$ cat config.mk
export PLATFORM = sky130hd
export DESIGN_NAME = ugfm_mux
export DESIGN_NICKNAME = d
export VERILOG_FILES = /design/src/hdl/ugfm_pkg.sv /design/src/hdl/ugfm_mux.sv /design/src/hdl/ugfm_sync.sv
export VERILOG_INCLUDE_DIRS = /design/src /design/src/hdl
export SDC_FILE = /design/constraint.sdc
export NUM_CORES = 1
export LEC_CHECK = 0
export BUFFER_PORTS_ARGS = -buffer_cell sky130_fd_sc_hd__buf_2
export CAP_MARGIN = 20
export CELL_PAD_IN_SITES_DETAIL_PLACEMENT = 0
export CELL_PAD_IN_SITES_GLOBAL_PLACEMENT = 1
export CORE_MARGIN = 10
export CORE_UTILIZATION = 35
export DETAILED_ROUTE_END_ITERATION = 6
export GPL_TIMING_DRIVEN = 0
export PLACE_DENSITY = 0.81
export SYNTH_ARGS = -nofsm -noshare
export SYNTH_HDL_FRONTEND = slang
export SYNTH_HIERARCHICAL = 1
export SYNTH_SLANG_ARGS = --single-unit
$ cat constraint.sdc
create_clock -name sys_clk -period 2.5 [get_ports sys_clk]
set_input_delay 0.625 -clock sys_clk [delete_from_list [all_inputs] [get_ports sys_clk]]
set_output_delay 0.625 -clock sys_clk [all_outputs]
set_load 0.01 [all_outputs]
$ cat src/hdl/ugfm_consts.svh
// Constants for the upper GPIO function multiplexer
`ifndef UGFM_CONSTS_SVH
`define UGFM_CONSTS_SVH

`define UGFM_NPINS        14
`define UGFM_SYNC_BITS    16
`define UGFM_OPT_FUNC0    2'h0
`define UGFM_OPT_FUNC1    2'h1
`define UGFM_OPT_FUNC2    2'h2
`define UGFM_OPT_GPIO     2'h3
`define UGFM_OPT_RESET    28'hFFFFFFF
`define UGFM_STRAP_WAIT   2'h3
`define UGFM_MODE_TFT24   3'h0
`define UGFM_MODE_TFT18   3'h1
`define UGFM_MODE_CSTN_S  3'h2
`define UGFM_MODE_CSTN_D  3'h3
`define UGFM_MODE_M4_S    3'h4
`define UGFM_MODE_M4_D    3'h5
`define UGFM_MODE_M8_S    3'h6
`define UGFM_MODE_M8_D    3'h7

`endif

$ cat src/hdl/ugfm_pkg.sv
// Types for the upper GPIO function multiplexer
package ugfm_pkg;

  typedef enum logic [1:0] {
    UGFM_ST_STRAP = 2'b01,
    UGFM_ST_RUN   = 2'b10
  } ugfm_state_t;

  typedef logic [2:0] ugfm_lcd_mode_t;

endpackage : ugfm_pkg

$ cat src/hdl/ugfm_mux.sv
// Upper GPIO pin function multiplexer with LCD pin driver and strap capture
`timescale 1ns/1ps
`include "ugfm_consts.svh"

module ugfm_mux
  import ugfm_pkg::*;
(
  input  wire logic        sys_clk,
  input  wire logic        rstn,
  input  wire logic [27:0] pin_option,
  input  wire logic [13:0] pad_in,
  output logic      [13:0] pad_out,
  output logic      [13:0] pad_oe,
  input  wire logic [13:0] gpio_out,
  input  wire logic [13:0] gpio_oe,
  output logic      [13:0] gpio_in,
  input  wire logic        txd_c,
  output logic             rxd_c,
  input  wire logic        rts_c,
  output logic             cts_c,
  input  wire logic        txd_d,
  output logic             rxd_d,
  input  wire logic        rts_d,
  output logic             cts_d,
  input  wire logic [4:0]  timer_out,
  input  wire logic [4:0]  timer_oe,
  output logic      [4:0]  timer_in,
  output logic             ext_irq3,
  input  wire logic [3:0]  par_data_out,
  input  wire logic [3:0]  par_data_oe,
  output logic      [3:0]  par_data_in,
  input  wire logic        par_select,
  output logic             par_nstrobe,
  output logic             par_nautofd,
  output logic             par_ninit,
  output logic             par_selectin,
  output logic             dma2_req,
  input  wire logic        dma2_done,
  input  wire logic        pad16_in,
  output logic             pad16_out,
  output logic             pad16_oe,
  input  wire logic        par_nfault,
  input  wire logic        par_nfault_oe,
  output logic             usb_overcurrent_input,
  input  wire logic        pad17_in,
  output logic             pad17_out,
  output logic             pad17_oe,
  input  wire logic        usb_power_on,
  output logic             pll_divider_strap,
  output logic             strap_done,
  input  wire logic [2:0]  lcd_mode,
  input  wire logic [23:0] tft_pixel_data,
  input  wire logic [7:0]  color_upper_panel_data,
  input  wire logic [7:0]  color_lower_panel_data,
  input  wire logic        lcd_power_req,
  input  wire logic        lcd_line_sync,
  input  wire logic        lcd_pixel_clock,
  input  wire logic        lcd_frame_sync,
  input  wire logic        lcd_ac_bias,
  input  wire logic        lcd_line_end,
  output logic             panel_power_enable,
  output logic             line_sync_pulse,
  output logic             panel_pixel_clock,
  output logic             frame_sync_pulse,
  output logic             ac_bias_data_enable,
  output logic             line_end_signal
);

  // ************************************************************
  // Synchronised pin inputs
  // ************************************************************
  logic [15:0] pin_sync;
  logic [13:0] s;
  ugfm_sync #(.WIDTH(`UGFM_SYNC_BITS)) u_sync (
    .sys_clk  (sys_clk),
    .rstn     (rstn),
    .async_in ({pad17_in, pad16_in, pad_in}),
    .sync_out (pin_sync)
  );
  assign s = pin_sync[13:0];

  // ************************************************************
  // Option codes
  // ************************************************************
  // Held in flops so every pin switches on one clean edge
  logic [27:0] cfg;
  logic [13:0] hit0, hit1, hit2;
  always_ff @(posedge sys_clk or negedge rstn) begin
    if (!rstn) cfg <= `UGFM_OPT_RESET;
    else       cfg <= pin_option;
  end

  // ************************************************************
  // LCD data formatting
  // ************************************************************
  logic [23:0] next_lcd, lcd_data;
  wire  [7:0]  up       = color_upper_panel_data;
  wire  [7:0]  lo       = color_lower_panel_data;
  wire         m_tft24  = lcd_mode == `UGFM_MODE_TFT24;
  wire         m_tft18  = lcd_mode == `UGFM_MODE_TFT18;
  wire         m_cstn_s = lcd_mode == `UGFM_MODE_CSTN_S;
  wire         m_cstn_d = lcd_mode == `UGFM_MODE_CSTN_D;
  wire         m_m4_s   = lcd_mode == `UGFM_MODE_M4_S;
  wire         m_m4_d   = lcd_mode == `UGFM_MODE_M4_D;
  wire         m_m8_s   = lcd_mode == `UGFM_MODE_M8_S;

  // Mono 4-bit panels use bits 3-0 of each panel byte, on lanes 3-0 (upper) and 11-8 (lower, dual only)
  assign next_lcd = m_tft24  ? tft_pixel_data :
                    m_tft18  ? {6'h00, tft_pixel_data[17:0]} :
                    m_cstn_s ? {16'h0000, up} :
                    m_cstn_d ? {8'h00, lo, up} :
                    m_m4_s   ? {20'h00000, up[3:0]} :
                    m_m4_d   ? {12'h000, lo[3:0], 4'h0, up[3:0]} :
                    m_m8_s   ? {16'h0000, up} :
                               {8'h00, lo, up};

  // ************************************************************
  // Per-function output tables, bit i is gpio[36+i]
  // ************************************************************
  logic [13:0] f0_out, f1_out, f2_out;
  logic [13:0] f0_oe, f1_oe, f2_oe;
  // Option 00 on pins 36-39 is reserved and leaves the pad undriven
  assign f0_out = {timer_out[4], timer_out[3], 1'b0, rts_d, 1'b0, txd_d, 1'b0, rts_c,
                   1'b0, txd_c, 4'h0};
  assign f0_oe  = {timer_oe[4], timer_oe[3], 1'b0, 1'b1, 1'b0, 1'b1, 1'b0, 1'b1,
                   1'b0, 1'b1, 4'h0};
  assign f1_out = {1'b1, 1'b0, 3'h0, par_select, timer_out[2:0], 1'b0,
                   par_data_out};
  assign f1_oe  = {1'b1, 1'b0, 3'h0, 1'b1, timer_oe[2:0], 1'b0,
                   par_data_oe};
  assign f2_out = {dma2_done, 1'b0, lcd_data[23:12]};
  assign f2_oe  = {1'b1, 1'b0, 12'hFFF};
  logic [13:0] next_pad_out, next_pad_oe;
  genvar i;
  generate
    for (i = 0; i < `UGFM_NPINS; i++) begin : g_pin
      wire [1:0] opt = cfg[2*i+1:2*i];
      assign hit0[i] = opt == `UGFM_OPT_FUNC0;
      assign hit1[i] = opt == `UGFM_OPT_FUNC1;
      assign hit2[i] = opt == `UGFM_OPT_FUNC2;
      assign next_pad_out[i] = hit0[i] ? f0_out[i] :
                               hit1[i] ? f1_out[i] :
                               hit2[i] ? f2_out[i] : gpio_out[i];
      assign next_pad_oe[i]  = hit0[i] ? f0_oe[i] :
                               hit1[i] ? f1_oe[i] :
                               hit2[i] ? f2_oe[i] : gpio_oe[i];
    end
  endgenerate

  // ************************************************************
  // Input routing; unselected inputs rest at their idle level
  // ************************************************************
  wire        n_rxd_c = hit0[5]  ? s[5]  : 1'b1;
  wire        n_cts_c = hit0[7]  ? s[7]  : 1'b1;
  wire        n_rxd_d = hit0[9]  ? s[9]  : 1'b1;
  wire        n_cts_d = hit0[11] ? s[11] : 1'b1;
  wire        n_irq3  = hit1[4]  & s[4];
  wire        n_nstb  = hit1[9]  ? s[9]  : 1'b1;
  wire        n_nafd  = hit1[10] ? s[10] : 1'b1;
  wire        n_nini  = hit1[11] ? s[11] : 1'b1;
  wire        n_seli  = hit1[12] ? s[12] : 1'b1;
  wire        n_dreq  = hit2[12] & s[12];
  wire [4:0]  n_tmr   = {hit0[13] & s[13], hit0[12] & s[12],
                         hit1[7] & s[7], hit1[6] & s[6], hit1[5] & s[5]};
  wire [3:0]  n_pdat  = hit1[3:0] & s[3:0];
  always_ff @(posedge sys_clk or negedge rstn) begin
    if (!rstn) begin
      pad_out      <= 14'h0000;
      pad_oe       <= 14'h0000;
      gpio_in      <= 14'h0000;
      lcd_data     <= 24'h000000;
      rxd_c        <= 1'b1;
      cts_c        <= 1'b1;
      rxd_d        <= 1'b1;
      cts_d        <= 1'b1;
      par_nstrobe  <= 1'b1;
      par_nautofd  <= 1'b1;
      par_ninit    <= 1'b1;
      par_selectin <= 1'b1;
      ext_irq3     <= 1'b0;
      dma2_req     <= 1'b0;
      timer_in     <= 5'h00;
      par_data_in  <= 4'h0;
    end else begin
      pad_out      <= next_pad_out;
      pad_oe       <= next_pad_oe;
      gpio_in      <= s;
      lcd_data     <= next_lcd;
      rxd_c        <= n_rxd_c;
      cts_c        <= n_cts_c;
      rxd_d        <= n_rxd_d;
      cts_d        <= n_cts_d;
      par_nstrobe  <= n_nstb;
      par_nautofd  <= n_nafd;
      par_ninit    <= n_nini;
      par_selectin <= n_seli;
      ext_irq3     <= n_irq3;
      dma2_req     <= n_dreq;
      timer_in     <= n_tmr;
      par_data_in  <= n_pdat;
    end
  end

  // ************************************************************
  // LCD control outputs
  // ************************************************************
  always_ff @(posedge sys_clk or negedge rstn) begin
    if (!rstn) begin
      panel_power_enable  <= 1'b0;
      line_sync_pulse     <= 1'b0;
      panel_pixel_clock   <= 1'b0;
      frame_sync_pulse    <= 1'b0;
      ac_bias_data_enable <= 1'b0;
      line_end_signal     <= 1'b0;
    end else begin
      panel_power_enable  <= lcd_power_req;
      line_sync_pulse     <= lcd_line_sync;
      panel_pixel_clock   <= lcd_pixel_clock;
      frame_sync_pulse    <= lcd_frame_sync;
      ac_bias_data_enable <= lcd_ac_bias;
      line_end_signal     <= lcd_line_end;
    end
  end

  // ************************************************************
  // gpio16: nFault direction out, overcurrent in
  // ************************************************************
  // No filter here: a glitch on the overcurrent pin reaches software
  always_ff @(posedge sys_clk or negedge rstn) begin
    if (!rstn) begin
      pad16_out             <= 1'b0;
      pad16_oe              <= 1'b0;
      usb_overcurrent_input <= 1'b0;
    end else begin
      pad16_out             <= par_nfault;
      pad16_oe              <= par_nfault_oe;
      usb_overcurrent_input <= pin_sync[14];
    end
  end

  // ************************************************************
  // gpio17 strap capture then power-switch enable
  // ************************************************************
  // The pad stays undriven until the strap is caught, so the external
  // pull sets both the strap level and the switch's idle state
  ugfm_state_t state, next_state;
  logic [1:0]  wait_cnt;
  wire         wait_done = wait_cnt == `UGFM_STRAP_WAIT;
  always_comb begin
    next_state = state;
    unique case (state)
      UGFM_ST_STRAP: if (wait_done) next_state = UGFM_ST_RUN;
      UGFM_ST_RUN:   next_state = UGFM_ST_RUN;
      default:       next_state = UGFM_ST_STRAP;
    endcase
  end
  always_ff @(posedge sys_clk or negedge rstn) begin
    if (!rstn) begin
      state             <= UGFM_ST_STRAP;
      wait_cnt          <= 2'h0;
      pll_divider_strap <= 1'b0;
      strap_done        <= 1'b0;
      pad17_out         <= 1'b0;
      pad17_oe          <= 1'b0;
    end else begin
      state    <= next_state;
      wait_cnt <= wait_done ? wait_cnt : wait_cnt + 2'h1;
      if (state == UGFM_ST_STRAP && wait_done) begin
        pll_divider_strap <= pin_sync[15];
        strap_done        <= 1'b1;
      end
      pad17_out <= usb_power_on;
      pad17_oe  <= state == UGFM_ST_RUN;
    end
  end

endmodule : ugfm_mux

$ cat src/hdl/ugfm_sync.sv
// Two-flop synchroniser for pin inputs
`timescale 1ns/1ps
module ugfm_sync #(
  parameter int WIDTH = 16
) (
  input  wire logic             sys_clk,
  input  wire logic             rstn,
  input  wire logic [WIDTH-1:0] async_in,
  output logic      [WIDTH-1:0] sync_out
);

  logic [WIDTH-1:0] stage1;

  always_ff @(posedge sys_clk or negedge rstn) begin
    if (!rstn) begin
      stage1   <= '0;
      sync_out <= '0;
    end else begin
      stage1   <= async_in;
      sync_out <= stage1;
    end
  end

endmodule : ugfm_sync

**Yosys cells after proc, flatten, opt, wreduce, memory -nomap -nowiden**

Cells that the tools add are included.

- Register bits: 162
- Bits in latches: 0
- RAM bits: 0
- Bits in read-only memories: 0
- Input port bits: 150
- Memories kept: 0

- Add/subtract/negate cells: 1
- Multipliers: 0
- Div/mod/pow operators: 0
- Order comparisons: 0
- Equality and inequality tests: 38
- Shift operators: 0
- Muxes and demuxes: 101
- Bitwise gates (word level): 8
- Reduce and logical (&&, ||, !) cells: 16

Operators by type and width:

| operator | number |
|---|---|
| $mux 1 | 92 |
| $mux 16 | 5 |
| $eq 2x2->1 const B | 16 |
| $eq 2x1->1 const B | 15 |
| $logic_not 2->1 | 14 |
| $mux 24 | 1 |
| $mux 18 | 1 |
| $eq 3x3->1 const B | 3 |
| $and 1x1->1 | 7 |
| $eq 3x2->1 const B | 2 |
| $and 4x4->4 | 1 |
| $pmux 2 s2 | 1 |
| $eq 3x1->1 const B | 1 |
| $logic_not 3->1 | 1 |
| $add 2x1->2 const B | 1 |
| $mux 2 | 1 |
| $ne 2x2->1 const B | 1 |
| $logic_and 1x1->1 | 1 |

**Logic depth before layout (Yosys ltp)**

- Word-level depth: 8
- Gate-level depth with buffers: 4
- Depth with buffers taken out: 4

**Cells and area by module**

Netlist, hierarchy kept.

Modules (own cells, without submodules):

| module | instances | cells each | area an instance (um2) |
|---|---|---|---|
| ugfm_mux | 1 | 238 | 3847.4 |
| ugfm_sync | 1 | 32 | 800.8 |

**Worst setup path before layout**

No wires, ideal clock.

- Path type: reg2reg
- Start: register state[0]
- End: register state[0]
- Library setup time: 82 ps
- Arrival: 1197 ps
- Path slack: 1221 ps
- Cell stages (with the launch flop): 4
- Path buffers: 0
- Clock period less this slack: 1279 ps
- Path through: dfstp_2 ha_1 nor2b_1 mux2_2

- Word-level cells in the longest chain between the ends: 2

Ends and longest elaborated chain:

| what | line | source |
|---|---|---|
| from (decl) | ugfm_mux.sv:246 | `ugfm_state_t state, next_state;` |
| from (signal assigned) | ugfm_mux.sv:266 | `state <= next_state;` |
| $eq 2x2->1 or $eq 2x1->1 (tied branches) | ugfm_mux.sv:251 | `unique case (state)` |
| $pmux 2 s2 or $ne 2x2->1 (tied branches) | -- |  |

Parallel ways exist; a longest one is shown, timed or not.
A chain may end at the register's enable or synchronous reset.

**Final worst setup path**

- Start: register rxd_d
- End: output rxd_d

RTL lines:

| what | line | source |
|---|---|---|
| from (decl) | ugfm_mux.sv:22 | `output logic rxd_d,` |
| from (signal assigned) | ugfm_mux.sv:191 | `rxd_d <= n_rxd_d;` |

No word-level cell between the ends.

==> flow_metrics.tcl <==
set metrics [dict create \
    status "finished, final reports clean" \
    crit_type "reg2out" \
    hold_viol 0 \
    cp-startpoint "rxd_d$_DFF_PN1_" \
    ff2ff_setup_slack_ns 1.16 \
    swShare_pct 21.6 \
    cp_max_fo 1 \
    totalWireLength_um 10800 \
    synthArstFlopShare_pct 100 \
    maxCapViolations 0 \
    overflow 0 \
    slew_violations 0 \
    wl_per_cell_um 15.9 \
    antenna_found_initial 0 \
    hold_path_class "in2async" \
    vdd_ir_drop_max_mv 0.536 \
    p_per_area_mw_per_mm2 838 \
    layout-drive-gt1-share_pct 54.8 \
    grt_max_degree 77 \
    post-route-util_pct 49.3 \
    synth_seq_cells 150 \
    synth_top_area_share_pct 60.8 \
    synth_most_common_cell "dfrtp_1" \
    drtPass1Iterations 4 \
    start_util_pct 35.4 \
    clockPowerShare_pct 45.4 \
    ctsHoldBuffers 0 \
    die_area_mm2 0.0183 \
    yosys.cell_types.count 27 \
    worst_pin_slew_ns 0.696 \
    cp.depth 1 \
    synth_area_leaders "dfrtp_1 61%, dfstp_2 21%, mux2i_1 3.7%" \
    critical_path.startpoint_type "register" \
    power_frac_comb_pct 6.1 \
    cp_num_buf_inv 1 \
    ys_seq_area_share_pct 81.7 \
    dp_hpwl_um 8470 \
    synth_edf_count 0 \
    clockBufferDepth 2 \
    critical_path.max_stage_delay_ns 0.52 \
    power_uw 5430 \
    setup_viol 0 \
    seqPwrFrac_pct 48.4 \
    min_period_over_period_pct 67.2 \
    synthCells 270 \
    nets 642 \
    crit_family "flip-flops" \
    post_cts_resized 0 \
    p_sw_uw 1170 \
    std_cell_rows 42 \
    maxSlewHeadroom_pct 53.4 \
    static-leakage-power_uw 0.00323 \
    synth.avg_cell_area_um2 17.2 \
    end_kind "primary output" \
    layout.area.seq_mm2 0.00380 \
    drc 0 \
    fillers 1139 \
    insertion_delay_ns 0.41 \
    io_pins 224 \
    fmax_mhz 595 \
    root_buffer "clkbuf_16" \
    r2r_cells 3 \
    multi_input_comb_area_um2 807 \
    die_w_um 135 \
    syn_nets 423 \
    intPower_uw 4260 \
    cts-buffers-inserted 17 \
    min_period_ns 1.68 \
    grt_pass1_wl_um 16800 \
    synth-main-ff-cell "dfrtp_1" \
    path_clk_slew_ns 0.06 \
    cp-endpoint "rxd_d" \
    skew_ns 0.00671 \
    vias 2875 \
    yosysWarnings 6 \
    post_cts_buffers 0 \
    die_h_um 135 \
    path_cells "buf_2" \
    diodes 0 \
    worstReg2RegStart "state[0]$_DFFE_PN1P_" \
    cts.sinks 150 \
    cts_tree "yes" \
    drtIter0Drc 85 \
    synth.top_cells.by_count "113 x dfrtp_1, 37 x dfstp_2, 17 x mux2i_1, 17 x nand2_1, 11 x inv_1" \
    critPathSlowestCell "dfstp_2" \
    gp_congestion 0.760 \
    grt_pass1_vias 3211 \
    rsz0062_at_grt "no" \
    hold_slack_ns 0.206 \
    cp.arrival_ns 1.05 \
    syn_area_mm2 0.00465 \
    area_growth_pct 39.5 \
    grt_usage_pct 12.0 \
    ant_nets 0 \
    io_buffers 199 \
    yosysTopAreaCell "dfrtp_1" \
    required_ns 1.88 \
    viasPerCell 4.24 \
    htreeDepth 4 \
    r2r_end "state[0]$_DFFE_PN1P_" \
    coreArea_mm2 0.0131 \
]
==> registers in the layout (all words and copies together), names as in the netlist, 4 cells and up <==
name,count
cfg,28
u_sync/stage1,16
u_sync/sync_out,16
gpio_in,14
pad_oe,14
pad_out,14
lcd_data,12
timer_in,5
par_data_in,4
==> metrics by stage <==
| step | cell area (µm²) | setup WS, ns | cells | setup TNS (ns) |
|---|---|---|---|---|
| after floorplan | 4650 | 1.22 | 270 | 0 |
| after global placement | 5860 | -1.14 | 645 | -140.08 |
| after detailed placement | 5900 | 0.790 | 646 | 0 |
| after CTS | 6480 | 0.795 | 678 | 0 |
| after global routing | 6480 | 0.784 | 678 | 0 |
| final | 6480 | 0.820 | 678 | 0 |
==> cells by family (layout without fill, tap and decap cells) <==
logic type	after synthesis	in the layout	synth area share, %
AOI/OAI and AO/OA	24	24	3.63
buffers and inverters	11	243	0.888
and+or+nand+nor	57	57	6.81
muxes	24	24	5.92
adders and majority gates	3	3	0.808
DFF	150	150	81.7
xor gates and xnor gates	1	1	0.188
==> power by group through the flow <==
| stage | logic, µW | registers (µW) | clock network, µW |
|---|---|---|---|
| floorplan | 65.3 | 2700 | 0 |
| global placement | 330 | 2670 | 0 |
| detailed placement | 345 | 2670 | 0 |
| CTS | 346 | 2630 | 2530 |
| global route | 375 | 2640 | 2650 |
| finish | 334 | 2630 | 2470 |
==> cells in the final DEF, fill, tap and decap left out, types with 2 or more instances in the layout <==
cell type / instances
a21boi_0: 2
ha_1: 3
a21oi_1: 7
dfstp_2: 37
bufinv_16: 2
a32o_1: 4
or3b_2: 2
clkbuf_8: 2
and3b_1: 6
buf_2: 198
a22o_1: 4
nor3_1: 2
clkinvlp_4: 4
clkinv_2: 4
mux2i_1: 17
and2_1: 9
inv_1: 11
or3_1: 4
nand2_1: 17
mux2_1: 2
nor2b_1: 3
mux2_2: 3
dfrtp_1: 113
a31oi_1: 7
clkbuf_16: 17
nor2_1: 9
nor3b_1: 2
==> cell type report <==
class,instances,share of cell area [%]
Clock buffer,20,7.04
Clock inverter,12,1.97
Inverter,11,0.637
Multi-Input combinational cell,109,12.4
Sequential cell,150,58.6
Tap cell,176,3.40
Timing Repair Buffer,200,15.9
==> layer usage <==
metal	GRT usage, %	wire length, µm	part of all wire (%)	vias to the layer above
met5	0	0	0	-
met4	4.37	160	1.5	0
met3	8.09	1300	12	13
met2	19.3	5340	50	133
met1	12.3	3980	37	1376
li1	-	-	-	1353
==> worst min-delay path by stage <==
stage                                           start                            end  depth (start not counted)
after floorplan                                  rstn  ac_bias_data_enable$_DFF_PN0_                          0
after global placement    u_sync/stage1[12]$_DFF_PN0_  u_sync/sync_out[12]$_DFF_PN0_                          0
after detailed placement  u_sync/stage1[13]$_DFF_PN0_  u_sync/sync_out[13]$_DFF_PN0_                          0
after CTS                                        rstn           pad_oe[11]$_DFF_PN0_                          1
after global routing                             rstn           pad_oe[11]$_DFF_PN0_                          1
final                                            rstn           pad_oe[11]$_DFF_PN0_                          1
Note: power is estimated with default switching activity, not from simulation.
